**src/include/msg_codec_pkg.sv**
```systemverilog
// Package with header layout, flag positions and constants of the binary message codec
package msg_codec_pkg;
  localparam int HDR_LEN = 44;
  localparam int CSUM_LEN = 16;
  localparam int FOOT_LEN = 4;
  localparam int TAIL_LEN = 20;
  localparam int IMM_MAX = 16;
  localparam int OFS_START = 0;
  localparam int OFS_VER = 2;
  localparam int OFS_FLAGS = 4;
  localparam int OFS_ERR = 6;
  localparam int OFS_TYPE = 8;
  localparam int OFS_TAG = 12;
  localparam int OFS_RSVD = 16;
  localparam int OFS_CSUM_TYPE = 22;
  localparam int OFS_IMM_LEN = 23;
  localparam int OFS_IMM = 24;
  localparam int OFS_REMAIN = 40;
  localparam logic [7:0] START_B0 = 8'hc1;
  localparam logic [7:0] START_B1 = 8'hc0;
  localparam logic [31:0] FOOTER = 32'hc5c4c3c2;
  localparam logic [15:0] PROTO_VER_RST = 16'h1100;
  localparam int FLAG_RESP = 0;
  localparam int FLAG_ACK = 1;
  localparam int FLAG_ACK_REQ = 2;
  localparam int FLAG_NACK = 3;
  localparam int FLAG_EXC = 4;
  localparam int FLAG_VER_DEPR = 5;
  localparam int FLAG_TYPE_DEPR = 6;
  localparam logic [7:0] CSUM_NONE = 8'h00;
  localparam logic [7:0] CSUM_MD5 = 8'h01;
  localparam logic [15:0] ERR_FW_DECRYPT = 16'h0064;
  localparam logic [31:0] MAX_REMAIN = 32'h00010000;
endpackage : msg_codec_pkg

```
**src/design/byte_field.sv**
```systemverilog
// Little-endian field byte selector, used only by the transmit header build
`timescale 1ns/1ns
module byte_field #(
  parameter int OFS = 0,
  parameter int LEN = 4
) (
  input wire logic [5:0] idx, // Header byte index
  input wire logic [31:0] value, // Field value to serialise
  output logic hit, // Index falls in this field
  output logic [7:0] sel_byte, // Byte of the field at idx
  output logic [1:0] lane // Byte lane within the field
);
  wire [5:0] rel = idx - 6'(OFS);
  assign hit = (idx >= 6'(OFS)) && (idx < 6'(OFS + LEN));
  assign lane = rel[1:0];
  assign sel_byte = value[8*lane +: 8];
endmodule : byte_field

```
**src/design/msg_host_codec.sv**
```systemverilog
// Host-side builder and checker of the fixed binary message header and trailer
`timescale 1ns/1ns
// Operation
// Multi-byte header fields go out and come in least significant byte first.
// Every message opens with start bytes c1 c0 at header byte zero.
// Every message closes with footer c5c4c3c2 after the sixteen-byte checksum block.
// Device flags NACK for unknown type and echoes the offending type.
// Device may flag deprecated protocol version in bit five.
// Device may flag deprecated message type in bit six.
// Error number at offset six is non-zero only with NACK or exception.
// Exactly one error code is reported per request.
// Device distinguishes thirteen application error causes.
// Firmware decryption failure reports code one hundred; others for layout, revision.
// Host places four-byte message type at offset eight.
// Host tag at offset twelve is echoed unchanged by the device.
// Checksum type at twenty-two: none or MD5; block always sixteen bytes.
// With MD5 the digest fills the whole sixteen-byte block.
// Immediate length at twenty-three never exceeds sixteen.
// Immediate data at twenty-four; when used, length set and no payload.
// With a payload present the immediate area is ignored.
// Bytes-remaining at forty equals payload plus checksum and footer lengths.
// Payload length is bytes-remaining minus twenty.
// Read fixed header first, then exactly the announced remaining bytes.
// Device may NACK messages too long for its capacity.
// Payload is interpreted by the layout of the message type.
// Six reserved bytes at sixteen are sent as zero and ignored.
module msg_host_codec (
  input wire logic core_clk, // 20 MHz system clock
  input wire logic rst, // Synchronous reset, active high
  // Command side
  input wire logic cmd_valid, // Request to send one message
  output logic cmd_ready, // Transmitter idle
  input wire logic [31:0] cmd_type, // Message type
  input wire logic [31:0] cmd_tag, // Correlation tag
  input wire logic cmd_ack_req, // Ask for acknowledgement
  input wire logic cmd_md5, // Select MD5 checksum type
  input wire logic [4:0] cmd_imm_len, // Immediate byte count
  input wire logic [127:0] cmd_imm, // Immediate data, byte 0 in low bits
  input wire logic [31:0] cmd_pay_len, // Payload length in bytes
  input wire logic [7:0] pay_byte, // Payload byte from user
  output logic pay_take, // Payload byte consumed this cycle
  input wire logic [127:0] csum_blk, // Checksum block, byte 0 in low bits
  output logic cmd_err, // Pulse: request refused as malformed
  // Transmit byte stream
  output logic tx_valid, // Byte valid
  input wire logic tx_ready, // Link takes byte
  output logic [7:0] tx_data, // Byte
  // Receive byte stream
  input wire logic rx_valid, // Byte valid
  output logic rx_ready, // Always accepting
  input wire logic [7:0] rx_data, // Byte
  // Response results
  output logic rsp_done, // Pulse: response fully checked
  output logic [15:0] rsp_flags, // Response flags
  output logic [15:0] rsp_err, // Response error number
  output logic [31:0] rsp_type, // Response message type
  output logic [31:0] rsp_tag, // Response tag
  output logic [31:0] rsp_pay_len, // Derived payload length
  output logic [4:0] rsp_imm_len, // Immediate byte count
  output logic [127:0] rsp_imm, // Immediate data, zero when payload present
  output logic rsp_nack, // Device refused the request
  output logic rsp_exc, // Device exception
  output logic rsp_ver_depr, // Protocol version deprecated
  output logic rsp_type_depr, // Message type deprecated
  output logic rsp_bad, // Framing, length, tag or error-number fault
  output logic rx_pay_valid, // Pulse: payload byte out
  output logic [7:0] rx_pay_byte // Payload byte
);
  // ==========================================================
  // Transmit
  typedef enum logic [1:0] {T_IDLE, T_HDR, T_PAY, T_TAIL} tx_state_e;
  tx_state_e tst_r;
  logic [5:0] tidx_r;
  logic [31:0] tcnt_r;
  logic [31:0] ttype_r, ttag_r, tpay_r;
  logic [15:0] tflags_r;
  logic [7:0] tcs_r;
  logic [4:0] timm_len_r;
  logic [127:0] timm_r;
  logic [7:0] tx_data_r;
  logic tx_valid_r;
  logic [127:0] tcsum_r;

  wire cmd_bad = (cmd_imm_len > 5'(msg_codec_pkg::IMM_MAX))
              || (cmd_imm_len != 5'd0 && cmd_pay_len != 32'd0);
  wire cmd_go = cmd_valid && cmd_ready && !cmd_bad;
  wire tx_step = !tx_valid_r || tx_ready;
  assign cmd_ready = (tst_r == T_IDLE);
  assign cmd_err = cmd_valid && cmd_ready && cmd_bad;
  wire [31:0] tremain = tpay_r + 32'(msg_codec_pkg::TAIL_LEN);

  wire h_ver, h_flg, h_typ, h_tag, h_rem;
  wire [7:0] b_ver, b_flg, b_typ, b_tag, b_rem;
  byte_field #(.OFS(msg_codec_pkg::OFS_VER), .LEN(2)) f_ver (.idx(tidx_r),
    .value({16'h0, msg_codec_pkg::PROTO_VER_RST}), .hit(h_ver), .sel_byte(b_ver), .lane());
  byte_field #(.OFS(msg_codec_pkg::OFS_FLAGS), .LEN(2)) f_flg (.idx(tidx_r),
    .value({16'h0, tflags_r}), .hit(h_flg), .sel_byte(b_flg), .lane());
  byte_field #(.OFS(msg_codec_pkg::OFS_TYPE), .LEN(4)) f_typ (.idx(tidx_r),
    .value(ttype_r), .hit(h_typ), .sel_byte(b_typ), .lane());
  byte_field #(.OFS(msg_codec_pkg::OFS_TAG), .LEN(4)) f_tag (.idx(tidx_r),
    .value(ttag_r), .hit(h_tag), .sel_byte(b_tag), .lane());
  byte_field #(.OFS(msg_codec_pkg::OFS_REMAIN), .LEN(4)) f_rem (.idx(tidx_r),
    .value(tremain), .hit(h_rem), .sel_byte(b_rem), .lane());

  wire [3:0] imm_i = 4'(tidx_r - 6'(msg_codec_pkg::OFS_IMM));
  wire in_imm = tidx_r >= 6'(msg_codec_pkg::OFS_IMM) && tidx_r < 6'(msg_codec_pkg::OFS_REMAIN);
  wire [7:0] imm_b = (5'(imm_i) < timm_len_r) ? timm_r[8*imm_i +: 8] : 8'h00;
  // Error number and reserved bytes fall through to zero
  wire [7:0] hdr_b = (tidx_r == 6'(msg_codec_pkg::OFS_START)) ? msg_codec_pkg::START_B0 :
                     (tidx_r == 6'd1) ? msg_codec_pkg::START_B1 :
                     h_ver ? b_ver : h_flg ? b_flg : h_typ ? b_typ : h_tag ? b_tag :
                     (tidx_r == 6'(msg_codec_pkg::OFS_CSUM_TYPE)) ? tcs_r :
                     (tidx_r == 6'(msg_codec_pkg::OFS_IMM_LEN)) ? {3'h0, timm_len_r} :
                     in_imm ? imm_b : h_rem ? b_rem : 8'h00;
  wire [4:0] tail_i = 5'(tcnt_r);
  wire [7:0] tail_b = (tail_i < 5'(msg_codec_pkg::CSUM_LEN)) ? tcsum_r[8*tail_i[3:0] +: 8] :
                      msg_codec_pkg::FOOTER[8*(5'd19 - tail_i) +: 8];
  assign pay_take = (tst_r == T_PAY) && tx_step;
  wire hdr_last = tidx_r == 6'(msg_codec_pkg::HDR_LEN - 1);

  always_ff @(posedge core_clk) begin
    if (rst) begin
      tst_r <= T_IDLE;
      tidx_r <= 6'h00;
      tcnt_r <= 32'h0;
      tx_valid_r <= 1'b0;
      tx_data_r <= 8'h00;
    end else begin
      case (tst_r)
        T_IDLE: begin
          if (tx_step) tx_valid_r <= 1'b0;
          if (cmd_go) begin
            tst_r <= T_HDR;
            tidx_r <= 6'h00;
          end
        end
        T_HDR: if (tx_step) begin
          tx_data_r <= hdr_b;
          tx_valid_r <= 1'b1;
          tidx_r <= tidx_r + 6'd1;
          tcnt_r <= 32'h0;
          if (hdr_last) tst_r <= (tpay_r == 32'h0) ? T_TAIL : T_PAY;
        end
        T_PAY: if (tx_step) begin
          tx_data_r <= pay_byte;
          tcnt_r <= tcnt_r + 32'd1;
          if (tcnt_r == tpay_r - 32'd1) begin
            tst_r <= T_TAIL;
            tcnt_r <= 32'h0;
          end
        end
        T_TAIL: if (tx_step) begin
          tx_data_r <= tail_b;
          tcnt_r <= tcnt_r + 32'd1;
          if (tcnt_r == 32'(msg_codec_pkg::TAIL_LEN - 1)) tst_r <= T_IDLE;
        end
        default: tst_r <= T_IDLE;
      endcase
    end
  end

  always_ff @(posedge core_clk) begin
    if (rst) begin
      ttype_r <= 32'h0;
      ttag_r <= 32'h0;
      tpay_r <= 32'h0;
      tflags_r <= 16'h0;
      tcs_r <= 8'h00;
      timm_len_r <= 5'h00;
      timm_r <= '0;
      tcsum_r <= '0;
    end else if (cmd_go) begin
      ttype_r <= cmd_type;
      ttag_r <= cmd_tag;
      tpay_r <= cmd_pay_len;
      tflags_r <= 16'(cmd_ack_req) << msg_codec_pkg::FLAG_ACK_REQ;
      tcs_r <= cmd_md5 ? msg_codec_pkg::CSUM_MD5 : msg_codec_pkg::CSUM_NONE;
      timm_len_r <= cmd_imm_len;
      timm_r <= cmd_imm;
      tcsum_r <= cmd_md5 ? csum_blk : '0;
    end
  end
  assign tx_valid = tx_valid_r;
  assign tx_data = tx_data_r;

  // ==========================================================
  // Receive: fixed header first, then exactly the announced count
  typedef enum logic [1:0] {R_HDR, R_PAY, R_TAIL} rx_state_e;
  rx_state_e rst_r;
  logic [5:0] ridx_r;
  logic [31:0] rcnt_r, rrem_r;
  logic [15:0] rflags_r, rerr_r;
  logic [31:0] rtype_r, rtag_r;
  logic [4:0] rimm_len_r;
  logic [127:0] rimm_r;
  logic rbad_r, done_r, pv_r;
  logic [7:0] pb_r;
  assign rx_ready = 1'b1;
  wire rx_go = rx_valid;
  wire [31:0] rpay = rrem_r - 32'(msg_codec_pkg::TAIL_LEN);
  wire [1:0] rl = ridx_r[1:0];
  wire [4:0] rtail = 5'(rcnt_r);
  wire [7:0] foot_exp = msg_codec_pkg::FOOTER[8*(5'd19 - rtail) +: 8];
  wire hdr_fault = (ridx_r == 6'd0 && rx_data != msg_codec_pkg::START_B0)
                || (ridx_r == 6'd1 && rx_data != msg_codec_pkg::START_B1)
                || (ridx_r == 6'(msg_codec_pkg::OFS_IMM_LEN)
                    && rx_data > 8'(msg_codec_pkg::IMM_MAX));
  // Error number without NACK or exception is a device fault
  wire err_fault = (rerr_r != 16'h0) && !rflags_r[msg_codec_pkg::FLAG_NACK]
                && !rflags_r[msg_codec_pkg::FLAG_EXC];
  // Four-bit wrap keeps the immediate lane inside the block for bytes 32 to 39
  wire [3:0] rimm_i = ridx_r[3:0] - 4'h8;

  always_ff @(posedge core_clk) begin
    if (rst) begin
      rst_r <= R_HDR;
      ridx_r <= 6'h00;
      rcnt_r <= 32'h0;
      rrem_r <= 32'h0;
      rflags_r <= 16'h0;
      rerr_r <= 16'h0;
      rtype_r <= 32'h0;
      rtag_r <= 32'h0;
      rimm_len_r <= 5'h00;
      rimm_r <= '0;
      rbad_r <= 1'b0;
      done_r <= 1'b0;
      pv_r <= 1'b0;
      pb_r <= 8'h00;
    end else begin
      done_r <= 1'b0;
      pv_r <= 1'b0;
      if (rx_go) begin
        case (rst_r)
          R_HDR: begin
            if (ridx_r == 6'd0) rbad_r <= hdr_fault;
            else if (hdr_fault) rbad_r <= 1'b1;
            if (ridx_r == 6'(msg_codec_pkg::OFS_FLAGS) + 6'(rl[0]))
              rflags_r[8*rl[0] +: 8] <= rx_data;
            if (ridx_r[5:1] == 5'(msg_codec_pkg::OFS_ERR >> 1)) rerr_r[8*rl[0] +: 8] <= rx_data;
            if (ridx_r[5:2] == 4'(msg_codec_pkg::OFS_TYPE >> 2)) rtype_r[8*rl +: 8] <= rx_data;
            if (ridx_r[5:2] == 4'(msg_codec_pkg::OFS_TAG >> 2)) rtag_r[8*rl +: 8] <= rx_data;
            if (ridx_r == 6'(msg_codec_pkg::OFS_IMM_LEN)) rimm_len_r <= rx_data[4:0];
            if (ridx_r >= 6'(msg_codec_pkg::OFS_IMM) && ridx_r < 6'(msg_codec_pkg::OFS_REMAIN))
              rimm_r[8*rimm_i +: 8] <= rx_data;
            if (ridx_r[5:2] == 4'(msg_codec_pkg::OFS_REMAIN >> 2)) rrem_r[8*rl +: 8] <= rx_data;
            ridx_r <= ridx_r + 6'd1;
            if (ridx_r == 6'(msg_codec_pkg::HDR_LEN - 1)) begin
              ridx_r <= 6'h00;
              rcnt_r <= 32'h0;
              rst_r <= ({rx_data, rrem_r[23:0]} > 32'(msg_codec_pkg::TAIL_LEN)) ? R_PAY : R_TAIL;
              if ({rx_data, rrem_r[23:0]} < 32'(msg_codec_pkg::TAIL_LEN)) rbad_r <= 1'b1;
            end
          end
          R_PAY: begin
            pv_r <= 1'b1;
            pb_r <= rx_data;
            rcnt_r <= rcnt_r + 32'd1;
            if (rcnt_r == rpay - 32'd1) begin
              rst_r <= R_TAIL;
              rcnt_r <= 32'h0;
            end
          end
          R_TAIL: begin
            if (rtail >= 5'(msg_codec_pkg::CSUM_LEN) && rx_data != foot_exp) rbad_r <= 1'b1;
            rcnt_r <= rcnt_r + 32'd1;
            if (rcnt_r == 32'(msg_codec_pkg::TAIL_LEN - 1)) begin
              rst_r <= R_HDR;
              done_r <= 1'b1;
              if (rtag_r != ttag_r || err_fault) rbad_r <= 1'b1;
            end
          end
          default: rst_r <= R_HDR;
        endcase
      end
    end
  end

  assign rsp_done = done_r;
  assign rsp_flags = rflags_r;
  assign rsp_err = rerr_r;
  assign rsp_type = rtype_r;
  assign rsp_tag = rtag_r;
  assign rsp_pay_len = rpay;
  assign rsp_imm_len = rimm_len_r;
  assign rsp_imm = (rpay != 32'h0) ? '0 : rimm_r;
  assign rsp_nack = rflags_r[msg_codec_pkg::FLAG_NACK];
  assign rsp_exc = rflags_r[msg_codec_pkg::FLAG_EXC];
  assign rsp_ver_depr = rflags_r[msg_codec_pkg::FLAG_VER_DEPR];
  assign rsp_type_depr = rflags_r[msg_codec_pkg::FLAG_TYPE_DEPR];
  assign rsp_bad = rbad_r;
  assign rx_pay_valid = pv_r;
  assign rx_pay_byte = pb_r;

  // ==========================================================
  // Checks
  start_first_a: assert property (@(posedge core_clk) disable iff (rst)
    (tst_r == T_IDLE && cmd_go) |=> ##1 (tx_data == msg_codec_pkg::START_B0))
    else $error("first byte not start pattern");
  imm_guard_a: assert property (@(posedge core_clk) disable iff (rst)
    cmd_valid && cmd_ready && cmd_imm_len > 5'(msg_codec_pkg::IMM_MAX) |->
      cmd_err ##1 tst_r == T_IDLE)
    else $error("immediate length above sixteen accepted");
  imm_nopay_a: assert property (@(posedge core_clk) disable iff (rst)
    cmd_valid && cmd_ready && cmd_imm_len != 5'd0 && cmd_pay_len != 32'd0 |->
      cmd_err ##1 tst_r == T_IDLE)
    else $error("immediate and payload together");
  tag_kept_a: assert property (@(posedge core_clk) disable iff (rst)
    cmd_go |=> ttag_r == $past(cmd_tag))
    else $error("tag not latched");
  remain_sum_a: assert property (@(posedge core_clk) disable iff (rst)
    tst_r == T_HDR && tx_step && tidx_r == 6'(msg_codec_pkg::OFS_REMAIN) |=>
      tx_data == 8'(tpay_r + 32'(msg_codec_pkg::TAIL_LEN)))
    else $error("bytes remaining low byte wrong");
  pay_derive_a: assert property (@(posedge core_clk) disable iff (rst)
    rst_r == R_PAY |-> rcnt_r < rsp_pay_len)
    else $error("payload count ran past derived length");
  imm_ignore_a: assert property (@(posedge core_clk) disable iff (rst)
    rx_pay_valid |-> rsp_imm == '0)
    else $error("immediate shown with payload");
  csum_zero_a: assert property (@(posedge core_clk) disable iff (rst)
    cmd_go && !cmd_md5 |=> tcsum_r == '0 && tcs_r == 8'h00)
    else $error("checksum block not zero for none");
endmodule : msg_host_codec

```
**config.mk**
```make
export PLATFORM = sky130hd
export DESIGN_NAME = msg_host_codec
export DESIGN_NICKNAME = d
export VERILOG_FILES = /design/src/include/msg_codec_pkg.sv /design/src/design/byte_field.sv /design/src/design/msg_host_codec.sv
export SDC_FILE = /design/constraint.sdc
export NUM_CORES = 2
export LEC_CHECK = 0
export BUFFER_PORTS_ARGS = -buffer_cell sky130_fd_sc_hd__buf_2
export CAP_MARGIN = 20
export CORE_ASPECT_RATIO = 0.7
export CORE_MARGIN = 3
export CORE_UTILIZATION = 30
export DETAILED_ROUTE_END_ITERATION = 10
export PLACE_DENSITY = 0.45
export RECOVER_POWER = 100
export SETUP_SLACK_MARGIN = 0.3
export SLEW_MARGIN = 20
export SYNTH_ARGS = -nofsm -noshare
export SYNTH_HDL_FRONTEND = slang
export SYNTH_SLANG_ARGS = --single-unit
```
**constraint.sdc**
```tcl
create_clock -name core_clk -period 8.4 [get_ports core_clk]
set_input_delay 0.42 -clock core_clk [delete_from_list [all_inputs] [get_ports core_clk]]
set_output_delay 0.42 -clock core_clk [all_outputs]
set_load 0.02 [all_outputs]
```
==> flow_metrics.py <==
metrics = {
    "grt": {
        "grt_pass1_wl_microns": 226100,
        "grt_pass1_vias": 34170,
        "grt_max_degree": 231,
        "grt_usage_pct": 24.03,
        "antenna_found_initial": 31,
        "overflow": 0,
    },
    "clock_network": {
        "htreeDepth": 3,
        "cts_root_buf": "clkbuf_16",
        "cts.clk_slew.worst_paths_ns": 0.06,
        "numCtsBuffers": 82,
        "clock_sinks": 720,
        "post_cts_resized": 0,
        "clock_latency_ns": 0.67,
        "cts_buffer_depth": 3,
        "cts_hold_buf": 333,
        "cts_tree": "yes",
        "post-cts-setup-buffers": 0,
    },
    "floorplan": {
        "fp-row-count": 105,
        "core_sq_um": 118000,
        "dieArea_sq_um": 124100,
        "die_x_microns": 419.8,
        "dieHeight_microns": 295.6,
        "ios": 669,
        "start_util_pct": 30.47,
    },
    "logic_synthesis": {
        "ys_ff_latch": 720,
        "async_reset_ff_share_pct": 0,
        "syn_avg_cell_area_sq_um": 8.003,
        "synth_cell_type_count": 78,
        "synth_edf_count": 0,
        "syn_inst": 4492,
        "synth_commonest_cells": "862 x nand2_1, 720 x dfxtp_1, 573 x a21oi_1",
        "seq_area_frac_synth_pct": 40.09,
        "yosysWarnings": 0,
        "yosys.area.top_type": "dfxtp_1",
        "syn_area_sq_um": 35950,
        "synth_most_common_cell": "nand2_1",
        "synth_top_area_share_pct": 40.09,
        "syn-num-nets": 4908,
        "synth_top_flop_cell": "dfxtp_1",
        "yosys-top-cells-area": "dfxtp_1 40%, nand2_1 9.0%, a21oi_1 8.0%",
    },
    "setup_path": {
        "required_ns": 7.98,
        "cpMostUsedCell": "nor4_1",
        "start_kind": "register",
        "slowest_stage": "nor4_1",
        "crit_path_cell_trace": "nor4_1, nand4b_4, or4_1, a2111oi_4, and3_1, nand3_1, nor4_1, buf_4, and2_1, clkbuf_1",
        "cp-end-kind": "primary output",
        "crit_fanout": 128,
        "arrival_ns": 6.43,
        "max_stage_delay_ns": 1.50,
        "critPathKind": "register to primary output",
    },
    "power": {
        "cellPowerDensity_nw_per_um2": 180.2,
        "leakagePower_uw": 0.01671,
        "ir_drop_uv": 128.4,
    },
    "drt": {
        "first_iter_violations": 2900,
        "drt_wl_total_microns": 154200,
        "drc": 0,
        "antenna_left": 1,
        "firstDrtPassIters": 5,
        "viasPerCell": 5.172,
        "vias": 35670,
        "wl_per_cell_microns": 22.36,
    },
    "placed_design": {
        "port_buffers": 667,
        "dp.cells": 6383,
        "gp_congestion": 0.8798,
        "dpl.hpwl_microns": 111700,
    },
    "timing": {
        "tightest_slew_ns": 5.123,
        "fmax_mhz": 146.0,
        "setup_viol": 0,
        "timing.final.crit_share_pct": 81.53,
        "rsz0062_at_grt": "no",
        "hold_viol": 0,
        "tns_ns": 0,
        "post-route-min-period_ns": 6.849,
        "maxSlewViolCount": 663,
        "skew_ns": 0.03424,
        "slew_headroom_pct": -241.5,
    },
    "final_layout": {
        "fin_nets": 5665,
        "drive_above_1_share_pct": 14.01,
        "syn2layout_area_growth_pct": 28.21,
        "finalNonFillerCells": 6897,
    },
    "outcome": {
        "outcome": "finished, violations left",
        "violations": "antenna violations, max-capacitance violations, max-slew violations",
    },
    "min_path": {
        "hold_class": "input port to register",
    },
    "run": {
        "maxCapViolCount": 8,
    },
}
-- flip-flops by register name (all words and copies together) (netlist names), 2 cells and up --
register	flops
rimm_r	128
tcsum_r	128
timm_r	128
rcnt_r	32
rrem_r	32
rsp_tag	32
rsp_type	32
tcnt_r	32
tpay_r	32
ttag_r	32
ttype_r	32
rsp_err	16
rsp_flags	16
rx_pay_byte	8
tx_data	8
ridx_r	6
tidx_r	6
rsp_imm_len	5
timm_len_r	5
rst_r	2
tst_r	2
-- stage by stage --
stage                     instance area, sq um  hold slack, ns  total power, uW  setup WS, ns  utilization, %
after detailed placement                 40200          0.4398             4391         2.749           34.07
after floorplan                          35950          0.4273             4051         3.829               -
after CTS                                46380       0.0001337             8409         2.695           39.31
after global routing                     46070         0.01758             8609         1.119           39.05
after global placement                   40200          0.4357             4392         2.770           34.07
final                                    46090         0.04304             8305         1.551           39.07
-- where the power goes --
| part | total, uW | switching [uW] | leakage, uW | internal, uW |
|---|---|---|---|---|
| clock network | 3860 | 1580 | 0.00139 | 2280 |
| logic | 939 | 578 | 0.00951 | 361 |
| registers | 3510 | 46.9 | 0.00580 | 3460 |
-- metal layers --
| metal | vias to the layer above | GRT usage, % | wire [microns] |
|---|---|---|---|
| met2 | 1031 | 37.92 | 70420 |
| met5 | - | 0 | 20 |
| li1 | 17050 | - | - |
| met1 | 17340 | 33.43 | 70560 |
| met4 | 2 | 9.415 | 6100 |
| met3 | 256 | 3.093 | 7131 |
-- cell type report --
class | instances | area (sq um)
Tap cell | 1551 | 1941
Multi-Input combinational cell | 3351 | 19920
Clock buffer | 116 | 2401
Clock inverter | 31 | 442.9
Inverter | 59 | 221.5
Antenna cell | 34 | 85.08
Timing Repair Buffer | 1035 | 6656
Fill cell | 12330 | 71890
Sequential cell | 720 | 14420
-- final timing paths --
kind | from | end | slack, ns | cells past startpoint
min | csum_blk[2] | tcsum_r[2] | 0.04 | 3
min reg2reg | tcsum_r[117] | tcsum_r[117] | 0.45 | 2
max reg2reg | rrem_r[9] | rst_r[0] | 1.99 | 12
max | rrem_r[9] | rsp_imm[114] | 1.55 | 10
-- layout by cell type, fill, tap and decap left out, drive strengths merged, types with 37 or more instances in the layout --
cell         Yosys  layout
nand2          862     862
dfxtp          720     720
a21oi          573     573
buf             28     477
nor2           395     395
clkbuf         334     341
dlygate4sd3      0     333
nand3          233     233
nor3           165     165
and2           163     163
mux2i          109     109
mux4           104     104
xnor2          100     100
xor2            92      92
o21ai           62      62
inv             58      62
nor4            58      58
or3             48      48
nand4           38      38
nor2b           37      37
-- worst max-delay path: cells and delay by family (launching register included) --
kind                   cells  cell delay [ns]
and+or+nand+nor            7             3.74
DFF                        1             0.43
buffers and inverters      2             0.94
AOI/OAI and AO/OA          1             0.48
-- cells by family after synthesis --
kind of cell               after synthesis  share of synthesized area (%)
DFF                                    720                          40.09
other                                    1                        0.01043
buffers and inverters                  421                          4.504
and+or+nand+nor                       2118                          27.22
muxes                                  215                          9.613
AOI/OAI and AO/OA                      783                          12.24
xor gates and xnor gates               198                          5.061
adders and majority gates               36                          1.253
Power figures use the tool's default switching activity.
